## src/shared/diag_pkg.sv

```systemverilog
package diag_pkg;

    // message geometry
    localparam int STD_DIAG_BYTES = 6;
    localparam int MSG_BYTES = 15;
    localparam logic [3:0] LAST_BYTE_INDEX = 4'he;

    // fixed octets of the device-related part
    localparam logic [7:0] HEADER_VALUE = 8'h09;
    localparam logic [7:0] SLOT_NUMBER = 8'h00;

    // event type codes in bits 0 to 2 of octet 10
    localparam logic [2:0] EVT_ALL_GONE = 3'h0;
    localparam logic [2:0] EVT_COMING = 3'h1;
    localparam logic [2:0] EVT_GOING = 3'h2;

    // reporting module positions
    localparam int POS_COUNT = 15;
    localparam logic [3:0] POS_MAX = 4'he;

    // module kinds known to the type table
    localparam int KIND_COUNT = 14;
    localparam logic [7:0] TYPE_CODE_UNKNOWN = 8'h00;
    // type codes: values arbitrary, one distinct code per kind
    localparam logic [7:0] TYPE_CODE_TABLE [KIND_COUNT] = '{
        8'h10, 8'h11, 8'h12, 8'h13, 8'h14, 8'h15, 8'h16,
        8'h17, 8'h18, 8'h19, 8'h1a, 8'h1b, 8'h1c, 8'h1d
    };

    // summary flag in the first status byte
    localparam int SUMMARY_BIT = 2;
    localparam int SUMMARY_LO = 5;
    localparam int SUMMARY_HI = 7;

    // values after reset
    localparam logic [2:0] CODE_RESET = 3'h0;
    localparam logic [4:0] SEQ_RESET = 5'h00;
    localparam logic [7:0] TYPE_RESET = 8'h00;
    localparam logic [3:0] POS_RESET = 4'h0;
    localparam logic [31:0] STATUS_RESET = 32'hffffffff;
    localparam logic [14:0] ERR_RESET = 15'h0000;
    localparam logic [3:0] IDX_RESET = 4'h0;
    localparam logic [7:0] BYTE_RESET = 8'h00;
    localparam logic [119:0] MSG_RESET = 120'h0;

    typedef enum logic [0:0] {
        SER_IDLE = 1'b0,
        SER_SEND = 1'b1
    } ser_state_type;

    typedef struct packed {
        ser_state_type state;
        logic [3:0] idx;
        logic [119:0] msg;
        logic valid;
        logic [7:0] data;
        logic first;
        logic last;
        logic busy;
    } ser_regs_type;

    typedef struct packed {
        logic [14:0] err;
        logic [2:0] code;
        logic [4:0] seq;
        logic fw_new;
        logic [7:0] type_code;
        logic [3:0] pos;
        logic [31:0] status;
        logic updated;
        logic any_err;
    } build_regs_type;

endpackage

```

## src/design/diag_type_lookup.sv

```systemverilog
`timescale 1ns/1ns
module diag_type_lookup
    import diag_pkg::*;
(
    input wire logic [3:0] kind,
    output logic [7:0] type_code
);

    ////////////////////////////////////////////////////////////////////////
    // fixed table, unknown kinds give a neutral code
    always_comb
    begin
        type_code = TYPE_CODE_UNKNOWN;
        for (int i = 0; i < KIND_COUNT; i++)
        begin
            if (kind == 4'(i))
            begin
                type_code = TYPE_CODE_TABLE[i];
            end
        end
    end

endmodule

```

## src/design/diag_byte_streamer.sv

```systemverilog
`timescale 1ns/1ns
module diag_byte_streamer
    import diag_pkg::*;
(
    input wire logic clk,
    input wire logic nrst,
    input wire logic start,
    input wire logic [119:0] msg,
    output logic valid,
    output logic [7:0] data,
    output logic first,
    output logic last,
    output logic busy
);

    ser_regs_type r_q;
    ser_regs_type r_d;

    ////////////////////////////////////////////////////////////////////////
    // snapshot at start so a rebuild during a read cannot tear the message
    always_comb
    begin
        r_d = r_q;
        r_d.valid = 1'b0;
        r_d.first = 1'b0;
        r_d.last = 1'b0;
        unique case (r_q.state)
            SER_IDLE:
            begin
                r_d.busy = start;
                if (start)
                begin
                    r_d.msg = msg;
                    r_d.valid = 1'b1;
                    r_d.first = 1'b1;
                    r_d.data = msg[7:0];
                    r_d.idx = 4'h1;
                    r_d.state = SER_SEND;
                end
            end
            SER_SEND:
            begin
                r_d.busy = 1'b1;
                r_d.valid = 1'b1;
                r_d.data = 8'(r_q.msg >> {r_q.idx, 3'h0});
                r_d.last = (r_q.idx == LAST_BYTE_INDEX);
                r_d.idx = r_q.idx + 4'h1;
                if (r_q.idx == LAST_BYTE_INDEX)
                begin
                    r_d.state = SER_IDLE;
                    r_d.idx = IDX_RESET;
                end
            end
        endcase
    end

    ////////////////////////////////////////////////////////////////////////
    always_ff @(posedge clk or negedge nrst)
    begin
        if (!nrst)
        begin
            r_q <= '{state: SER_IDLE, idx: IDX_RESET, msg: MSG_RESET, valid: 1'b0,
                     data: BYTE_RESET, first: 1'b0, last: 1'b0, busy: 1'b0};
        end
        else
        begin
            r_q <= r_d;
        end
    end

    assign valid = r_q.valid;
    assign data = r_q.data;
    assign first = r_q.first;
    assign last = r_q.last;
    assign busy = r_q.busy;

endmodule

```

## src/design/fieldbus_diag_message_builder.sv

```systemverilog
// Contract
// - message starts with six standard bytes, then the device-related part
// - octet 7 carries the fixed header value
// - octet 8 carries a type code looked up from the module identifier
// - octet 9, the slot number, is always zero
// - octet 10 bits 0-2: all gone, coming or going
// - five-bit sequence count in octet 10 bits 3-7 steps on each code change
// - newer-firmware modules read zero in the sequence field
// - octet 11 holds reporting module position 0 to 14
// - octets 12 to 15 hold four module status bytes
// - status bits read 0 for error and 1 for no error
// - type table gives each module kind one distinct code
// - bit 2 of octet 12 summarises bits 5 to 7 of that byte
`timescale 1ns/1ns
module fieldbus_diag_message_builder
    import diag_pkg::*;
(
    input wire logic CLK,
    input wire logic NRST,
    input wire logic [47:0] STD_DIAG,
    input wire logic EVT_VALID,
    input wire logic [3:0] EVT_KIND,
    input wire logic [3:0] EVT_POSITION,
    input wire logic EVT_ERROR,
    input wire logic EVT_FW_NEW,
    input wire logic [31:0] EVT_STATUS,
    input wire logic DIAG_REQ,
    output logic DIAG_VALID,
    output logic [7:0] DIAG_DATA,
    output logic DIAG_FIRST,
    output logic DIAG_LAST,
    output logic DIAG_BUSY,
    output logic ERROR_ACTIVE,
    output logic MSG_UPDATED
);

    build_regs_type s_q;
    build_regs_type s_d;
    logic [7:0] looked_up_code;
    logic evt_taken;
    logic [14:0] err_next;
    logic [31:0] status_fixed;
    logic [2:0] code_next;
    logic [7:0] octet10;
    logic [119:0] msg;

    ////////////////////////////////////////////////////////////////////////
    // module identifier to type code
    diag_type_lookup diag_type_lookup_i (
        .kind (EVT_KIND),
        .type_code (looked_up_code)
    );

    ////////////////////////////////////////////////////////////////////////
    // positions beyond the last gateway are not reportable and are dropped
    assign evt_taken = EVT_VALID && (EVT_POSITION <= POS_MAX);

    // per-position error flags, one reporting module each
    genvar gi;
    generate
        for (gi = 0; gi < POS_COUNT; gi++)
        begin : g_err
            assign err_next[gi] = (evt_taken && EVT_POSITION == 4'(gi)) ? EVT_ERROR : s_q.err[gi];
        end
    endgenerate

    ////////////////////////////////////////////////////////////////////////
    // status bytes pass through as reported except the summary bit, 0 = error, 1 = fine
    always_comb
    begin
        status_fixed = EVT_STATUS;
        // summary is fine only when every bit it covers is fine
        status_fixed[SUMMARY_BIT] = &EVT_STATUS[SUMMARY_HI:SUMMARY_LO];
    end

    ////////////////////////////////////////////////////////////////////////
    // classify the transition of the reporting module
    always_comb
    begin
        code_next = s_q.code;
        if (evt_taken)
        begin
            if (EVT_ERROR && !s_q.err[EVT_POSITION])
            begin
                code_next = EVT_COMING;
            end
            else if (!EVT_ERROR && s_q.err[EVT_POSITION])
            begin
                // going only while others still hold an error
                code_next = (|err_next) ? EVT_GOING : EVT_ALL_GONE;
            end
        end
    end

    ////////////////////////////////////////////////////////////////////////
    // state update
    always_comb
    begin
        s_d = s_q;
        s_d.updated = 1'b0;
        if (evt_taken)
        begin
            s_d.err = err_next;
            s_d.code = code_next;
            // five-bit count wraps back to zero on the 32nd change
            if (code_next != s_q.code)
            begin
                s_d.seq = s_q.seq + 5'h01;
            end
            // every taken event refreshes the stored fields
            s_d.fw_new = EVT_FW_NEW;
            s_d.type_code = looked_up_code;
            s_d.pos = EVT_POSITION;
            s_d.status = status_fixed;
            s_d.updated = 1'b1;
        end
        s_d.any_err = |s_d.err;
    end

    ////////////////////////////////////////////////////////////////////////
    always_ff @(posedge CLK or negedge NRST)
    begin
        if (!NRST)
        begin
            s_q <= '{err: ERR_RESET, code: CODE_RESET, seq: SEQ_RESET, fw_new: 1'b0,
                     type_code: TYPE_RESET, pos: POS_RESET, status: STATUS_RESET,
                     updated: 1'b0, any_err: 1'b0};
        end
        else
        begin
            s_q <= s_d;
        end
    end

    ////////////////////////////////////////////////////////////////////////
    // octet 10: sequence field blanked for newer firmware, count itself kept
    assign octet10 = {(s_q.fw_new ? SEQ_RESET : s_q.seq), s_q.code};

    // message image, octet 1 in the lowest byte
    assign msg = {
        s_q.status,          // octets 12-15
        {4'h0, s_q.pos},     // octet 11
        octet10,             // octet 10
        SLOT_NUMBER,
        s_q.type_code,       // octet 8
        HEADER_VALUE,
        STD_DIAG
    };

    ////////////////////////////////////////////////////////////////////////
    // master read: no data exchange path exists beyond this message
    diag_byte_streamer diag_byte_streamer_i (
        .clk (CLK),
        .nrst (NRST),
        .start (DIAG_REQ),
        .msg (msg),
        .valid (DIAG_VALID),
        .data (DIAG_DATA),
        .first (DIAG_FIRST),
        .last (DIAG_LAST),
        .busy (DIAG_BUSY)
    );

    assign ERROR_ACTIVE = s_q.any_err;
    assign MSG_UPDATED = s_q.updated;

endmodule

```

## config.mk

```make
export PLATFORM = sky130hd
export DESIGN_NAME = fieldbus_diag_message_builder
export DESIGN_NICKNAME = d
export VERILOG_FILES = /design/src/shared/diag_pkg.sv /design/src/design/diag_type_lookup.sv /design/src/design/diag_byte_streamer.sv /design/src/design/fieldbus_diag_message_builder.sv
export SDC_FILE = /design/constraint.sdc
export NUM_CORES = 1
export LEC_CHECK = 0
export BUFFER_PORTS_ARGS = -buffer_cell sky130_fd_sc_hd__buf_2
export CORE_MARGIN = 3
export CORE_UTILIZATION = 30
export DETAILED_ROUTE_END_ITERATION = 6
export REMOVE_ABC_BUFFERS = 1
export SYNTH_ARGS = -nofsm -noshare
export SYNTH_HDL_FRONTEND = slang
export SYNTH_SLANG_ARGS = --single-unit
export TNS_END_PERCENT = 20
```

## constraint.sdc

```tcl
create_clock -name CLK -period 6.6 [get_ports CLK]
set_clock_uncertainty 0.05 [all_clocks]
set_input_delay 0.33 -clock CLK [delete_from_list [all_inputs] [get_ports CLK]]
set_output_delay 0.33 -clock CLK [all_outputs]
set_load 0.05 [all_outputs]
```

==> results of run 1 <==
[cell families (layout without fill, tap and decap cells)]
logic type,Yosys count,count (layout)
and+or+nand+nor,515,515
DFF,181,181
AOI/OAI and AO/OA,104,104
buffers and inverters,82,166
muxes,53,53
xor gates and xnor gates,6,6
adders and majority gates,3,3
other,0,1
[metrics by stage]
| stage | instance area [sq um] | total power [mW] | hold WS (ps) |
|---|---|---|---|
| final | 10000 | 4.11 | 21.2 |
| after global routing | 10000 | 4.43 | 3.16 |
| after CTS | 10000 | 4.17 | 4.31 |
| after detailed placement | 9380 | 3.11 | 231 |
| after global placement | 9380 | 3.08 | 229 |
| after floorplan | 8310 | 2.68 | -15.6 |
[power breakdown]
group          switching [mW]  internal (mW)
clock network           0.514          0.516
logic                   0.764          0.532
registers               0.275           1.51
total                    1.55           2.56
[layout by cell type (no fill, tap or decap), types with 17 or more instances in the layout]
cell type and n:
nand2_1 417, dfrtp_1 148, buf_2 105, dfstp_2 32, nor2_1 31, o21ai_0 30
mux2i_1 23, mux2_2 17, clkbuf_16 17
[final timing paths]
path	to	slack, ps	cells after the start
hold reg to reg	msg[116]	410	2
hold / removal	diag_byte_streamer_i.r_q[45]	20	3
min in group asynchronous	diag_byte_streamer_i.r_q[120]	320	2
max in group asynchronous	s_q[48]	4880	3
setup / recovery	diag_byte_streamer_i.data[3]	3970	9
setup reg to reg	diag_byte_streamer_i.data[3]	3970	9
[flip-flops by register name, indices dropped and copies added, names as in the netlist]
signal                      cells
diag_byte_streamer_i.r_q      103
diag_byte_streamer_i.last       1
diag_byte_streamer_i.data       8
MSG_UPDATED                     1
ERROR_ACTIVE                    1
msg                            44
diag_byte_streamer_i.busy       1
diag_byte_streamer_i.first      1
s_q                            21
[metal layers]
metal | global-route usage [%] | up-vias
li1 | - | 3258
met1 | 19.2 | 3132
met2 | 22.0 | 137
met3 | 3.57 | 20
met4 | 4.12 | 6
met5 | 0 | -
[cell type report]
type | count | area (sq um)
diodes | 1 | 2.50
clock buffers | 18 | 429
clock inverters | 14 | 173
fillers | 2950 | 18100
inverters | 16 | 60.1
multi-input cells | 681 | 3680
flip-flops and latches | 181 | 4570
well taps | 378 | 473
repair buffers | 118 | 637
[worst register-to-register path, cell delays in order, from the launching register on]
cell,delay (ps)
dfrtp_2,580
buf_4,490
nor2b_1,150
and2_1,250
nand2_1,90
o211ai_1,150
a221oi_1,290
nor3_1,90
a31oi_1,250
a21oi_1,100
==> run_results.csv, run 1 <==
group,metric,value,unit
placement,gp_congestion,0.826,
drt,viasPerCell,4.66,
floorplan,initial_core_util,30.8,%
cells_and_area,areaGrowthSynthToFinish,16.1,%
critical_path,crit_arrival,2860,ps
floorplan,core,28100,sq um
drt,wl_met3,1050,um
critical_path,cp-start-kind,"flip-flop",
synthesis,synth_xor_area_share,0.825,%
clock_network,clk_path_buf_depth,2,
drt,wl_met1,9940,um
timing,finalWorstSetupSlack,3970,ps
synthesis,yosys_warnings,0,
synthesis,synthesis.area,8640,sq um
timing,min_period_over_period,39.9,%
placement,placement.io_buffers,106,
clock_network,cts_max_level,4,
synthesis,synthTopCellsByArea,"dfrtp_1 43%, nand2_1 18%, dfstp_2 9.7%",
timing,period_needed,2630,ps
drt,ant_nets,0,
placement,post-place-ws,3540,ps
critical_path,cp-end-kind,"flip-flop",
global_routing,grt.total_usage,14.0,%
synthesis,synth_ff_type,"dfrtp_1",
drt,dr_wl_met2,9990,um
drt,wl,21200,um
clock_network,worst_skew_pair.late_latency,440,ps
synthesis,yosysSeqAreaShare,52.9,%
timing,rsz0062_at_grt,"false",
synthesis,synth_edf_count,0,
clock_network,cts_setup_buffers,0,
drt,drt-pass1-iter-count,4,
critical_path,critPathKind,"flip-flop to flip-flop",
clock_network,path_clk_slew,90,ps
cells_and_area,final_cells,1407,
synthesis,syn_inst,944,
power,power.density,410,nW/um^2
timing,worstMarginPinSlew,1090,ps
floorplan,die_x,176,um
synthesis,synthMuxAreaShare,8.18,%
clock_network,cts_sinks,181,
synthesis,synth_top_family_by_area,"simple AND/OR/NAND/NOR gates",
timing,tns,0,ps
synthesis,synthArstFlopShare,100,%
power,p_leak,4.88,nW
critical_path,path_cells,"buf_4 -> nor2b_1 -> and2_1 -> nand2_1 -> o211ai_1 -> a221oi_1 -> nor3_1 -> a31oi_1 -> a21oi_1",
floorplan,io_pins,108,
outcome,status,"completed",
floorplan,die_area,30900,sq um
global_routing,grt_pass1_vias,6590,
floorplan,fp.dieH,176,um
synthesis,synth_compound_area_share,8.33,%
global_routing,grt_max_degree,102,
synthesis,synth.most_common_cell,"nand2_1",
drt,top_layer_used,"met5",
clock_network,cts_root_buf,"clkbuf_16",
power,vdd_drop_max,0.178,mV
floorplan,rows,61,
synthesis,synthAdderAreaFrac,0.434,%
min_path,hold_class,"input pin to flip-flop",
timing,report.final.slew_viol_count,0,
clock_network,cts_tree,"built",
timing,max_freq,380,MHz
clock_network,cts_buffers,17,
cells_and_area,drive_above_1_share,21.3,%
synthesis,synth-simple-area-share,24.8,%
drt,via_count,6553,
min_path,min-delay-start,"STD_DIAG[33]",
critical_path,crit_path_start,"diag_byte_streamer_i.r_q[132]",
flow_run,maxCapViolations,0,
cells_and_area,final_nets,1112,
placement,hpwl,13700,um
synthesis,synth_top_area_cell,"dfrtp_1",
clock_network,cts_resized,0,
global_routing,antenna_found_initial,4,
drt,routedWlPerCell,15.1,um
placement,place_inst,1370,
synthesis,synth.distinct_cells,68,
synthesis,netlist_top_cells_count,"417 x nand2_1, 149 x dfrtp_1, 32 x dfstp_2",
critical_path,reg2reg_from,"diag_byte_streamer_i.r_q[132]",
global_routing,grt_pass1_wl,34700,um
critical_path,cp_top_family,"compound AO/OA/AOI/OAI gates",
timing,relSlewSlack,27.5,%
clock_network,cts_hold_buf,4,
critical_path,slowest_stage,"dfrtp_2",
drt,drtIter0Drc,412,
global_routing,gr-total-overflow,0,
cells_and_area,postLayoutCoreUtil,35.7,%
critical_path,critPathMaxFanout,25,
drt,drc,0,
synthesis,ys_seq_elements,181,
synthesis,synth_top_area_share,43.2,%
timing,setup_viol,0,
critical_path,path_buf_inv,1,
critical_path,required,6830,ps
critical_path,max_stage_delay,580,ps
timing,finalHoldViolCount,0,
synthesis,syn_avg_cell_area,9.15,sq um
(Power assumes the default switching activity.)
==> run 2, diff against run 1 <==
==> constraint.sdc (replaced) <==
create_clock -name CLK -period 2.7 [get_ports CLK]
set_clock_uncertainty 0.05 [all_clocks]
set_input_delay 0.135 -clock CLK [delete_from_list [all_inputs] [get_ports CLK]]
set_output_delay 0.135 -clock CLK [all_outputs]
set_load 0.05 [all_outputs]
==> run_results.csv, run 2 (synthesis results as in run 1) <==
group,metric,value,unit
outcome,status,"completed",
timing,report.final.slew_viol_count,0,
global_routing,grt_pass1_vias,7160,
drt,drtIter0Drc,475,
cells_and_area,diodes,0,
floorplan,die_x,176,um
placement,placement.io_buffers,106,
timing,relSlewSlack,59.6,%
floorplan,initial_core_util,30.8,%
drt,via_count,7046,
cells_and_area,regMostFlops,"diag_byte_streamer_i.r_q",
drt,drt-pass1-iter-count,5,
drt,ant_nets,0,
critical_path,critPathMaxFanout,13,
clock_network,clk_path_buf_depth,2,
placement,gp_congestion,0.865,
drt,wl,22400,um
clock_network,worst_skew_pair.late_latency,430,ps
floorplan,io_pins,108,
cells_and_area,largest_register_ffs,103,
timing,min_period_over_period,95.8,%
floorplan,die_area,30900,sq um
cells_and_area,postLayoutCoreUtil,39.5,%
power,p_leak,5.36,nW
timing,finalWorstSetupSlack,114,ps
global_routing,grt_pass1_wl,37400,um
power,power.density,947,nW/um^2
placement,post-place-ws,103,ps
timing,setup_viol,0,
min_path,hold_class,"input pin to flip-flop",
cells_and_area,final_nets,1218,
floorplan,rows,61,
floorplan,core,28100,sq um
cells_and_area,final_common_cell,"nand2_1",
critical_path,critPathKind,"input pin to flip-flop",
clock_network,cts_root_buf,"clkbuf_16",
clock_network,cts_sinks,181,
drt,routedWlPerCell,14.8,um
critical_path,required,3000,ps
critical_path,cp-start-kind,"input pin",
drt,viasPerCell,4.66,
power,p_total,10.5,mW
clock_network,path_clk_slew,70,ps
clock_network,cts_buffers,17,
cells_and_area,areaGrowthSynthToFinish,28.5,%
placement,hpwl,15000,um
critical_path,cp-end-kind,"flip-flop",
global_routing,grt_max_degree,61,
clock_network,cts_max_level,4,
global_routing,gr-total-overflow,0,
clock_network,cts_tree,"built",
global_routing,antenna_found_initial,0,
cells_and_area,final_cell_mix,"417 x nand2_1, 148 x dfrtp_1, 105 x buf_2, 88 x dlygate4sd3_1, 32 x dfstp_2",
floorplan,fp.dieH,176,um
timing,finalHoldViolCount,0,
cells_and_area,drive_above_1_share,21.3,%
power,vdd_drop_max,0.453,mV
critical_path,crit_arrival,2890,ps
timing,max_freq,387,MHz
timing,rsz0062_at_grt,"false",
drt,drc,0,
flow_run,maxCapViolations,0,
timing,period_needed,2590,ps
global_routing,grt.total_usage,15.0,%
timing,worstMarginPinSlew,606,ps
run 2: cell count changes in the layout (fill, tap and decap cells not counted):
cell	delta
diode_2	-1
clkinvlp_4	+2
clkinv_8	-5
clkbuf_1	-1
bufinv_16	+4
inv_6	-2
inv_12	-1
buf_4	+20
clkinv_4	+3
buf_12	+2
dlygate4sd3_1	+84
run 2: worst max-delay path: stages:
cell           delay, ps
dlygate4sd3_1        510
buf_2                230
nand2_1              150
or4_1                520
a21boi_1             140
nor4b_2              280
nand3_2              220
xnor2_4              200
a311oi_2             320
xor2_1               170
run 2: repair_timing:
| item | CTS | global route |
|---|---|---|
| setup buffers | 0 | 1 |
| hold buffers | 88 | 0 |
| gates resized for setup | 0 | 0 |
| endpoints found under the hold margin | 144 | 0 |
| setup endpoints to repair | 0 | 2 |
run 2: report_power, final:
| group | leakage, nW | switching, mW | internal [mW] |
|---|---|---|---|
| logic | 2.87 | 1.97 | 1.48 |
| registers | 2.18 | 0.633 | 3.70 |
| clock network | 0.309 | 1.14 | 1.58 |
run 2: area by class of cell:
class	count	area, sq um
Clock inverter	15	219
Inverter	16	60.1
Clock buffer	17	425
Tap cell	378	473
Multi-Input combinational cell	681	3680
Timing Repair Buffer	224	1670
Sequential cell	181	4570
Fill cell	2859	17000
run 2: path summary, 6_finish.rpt:
kind	from	slack, ps	cells past startpoint	endpoint
setup / recovery	EVT_VALID	110	10	s_q[47]
max in group asynchronous	NRST	1610	3	msg[106]
min in group asynchronous	NRST	190	2	diag_byte_streamer_i.r_q[124]
hold / removal	EVT_ERROR	40	3	s_q[66]
hold reg to reg	msg[116]	410	2	msg[116]
setup reg to reg	s_q[60]	120	8	s_q[47]
run 2: per-layer routing:
layer / wire, um / global-route usage [%]
met1: 10400 / 20.0
met2: 10900 / 25.3
met3: 958 / 3.46
met4: 138 / 2.74
met5: 0 / 0
run 2: stage by stage:
step                      cells  TNS, ps  area (sq um)  hold WS, ps
after floorplan             878  -251470          8310         -211
after global placement     1391        0          9570         87.5
after detailed placement   1391        0          9570         92.0
after CTS                  1511        0         11100         16.3
after global routing       1512        0         11100         65.4
final                      1512        0         11100         42.3
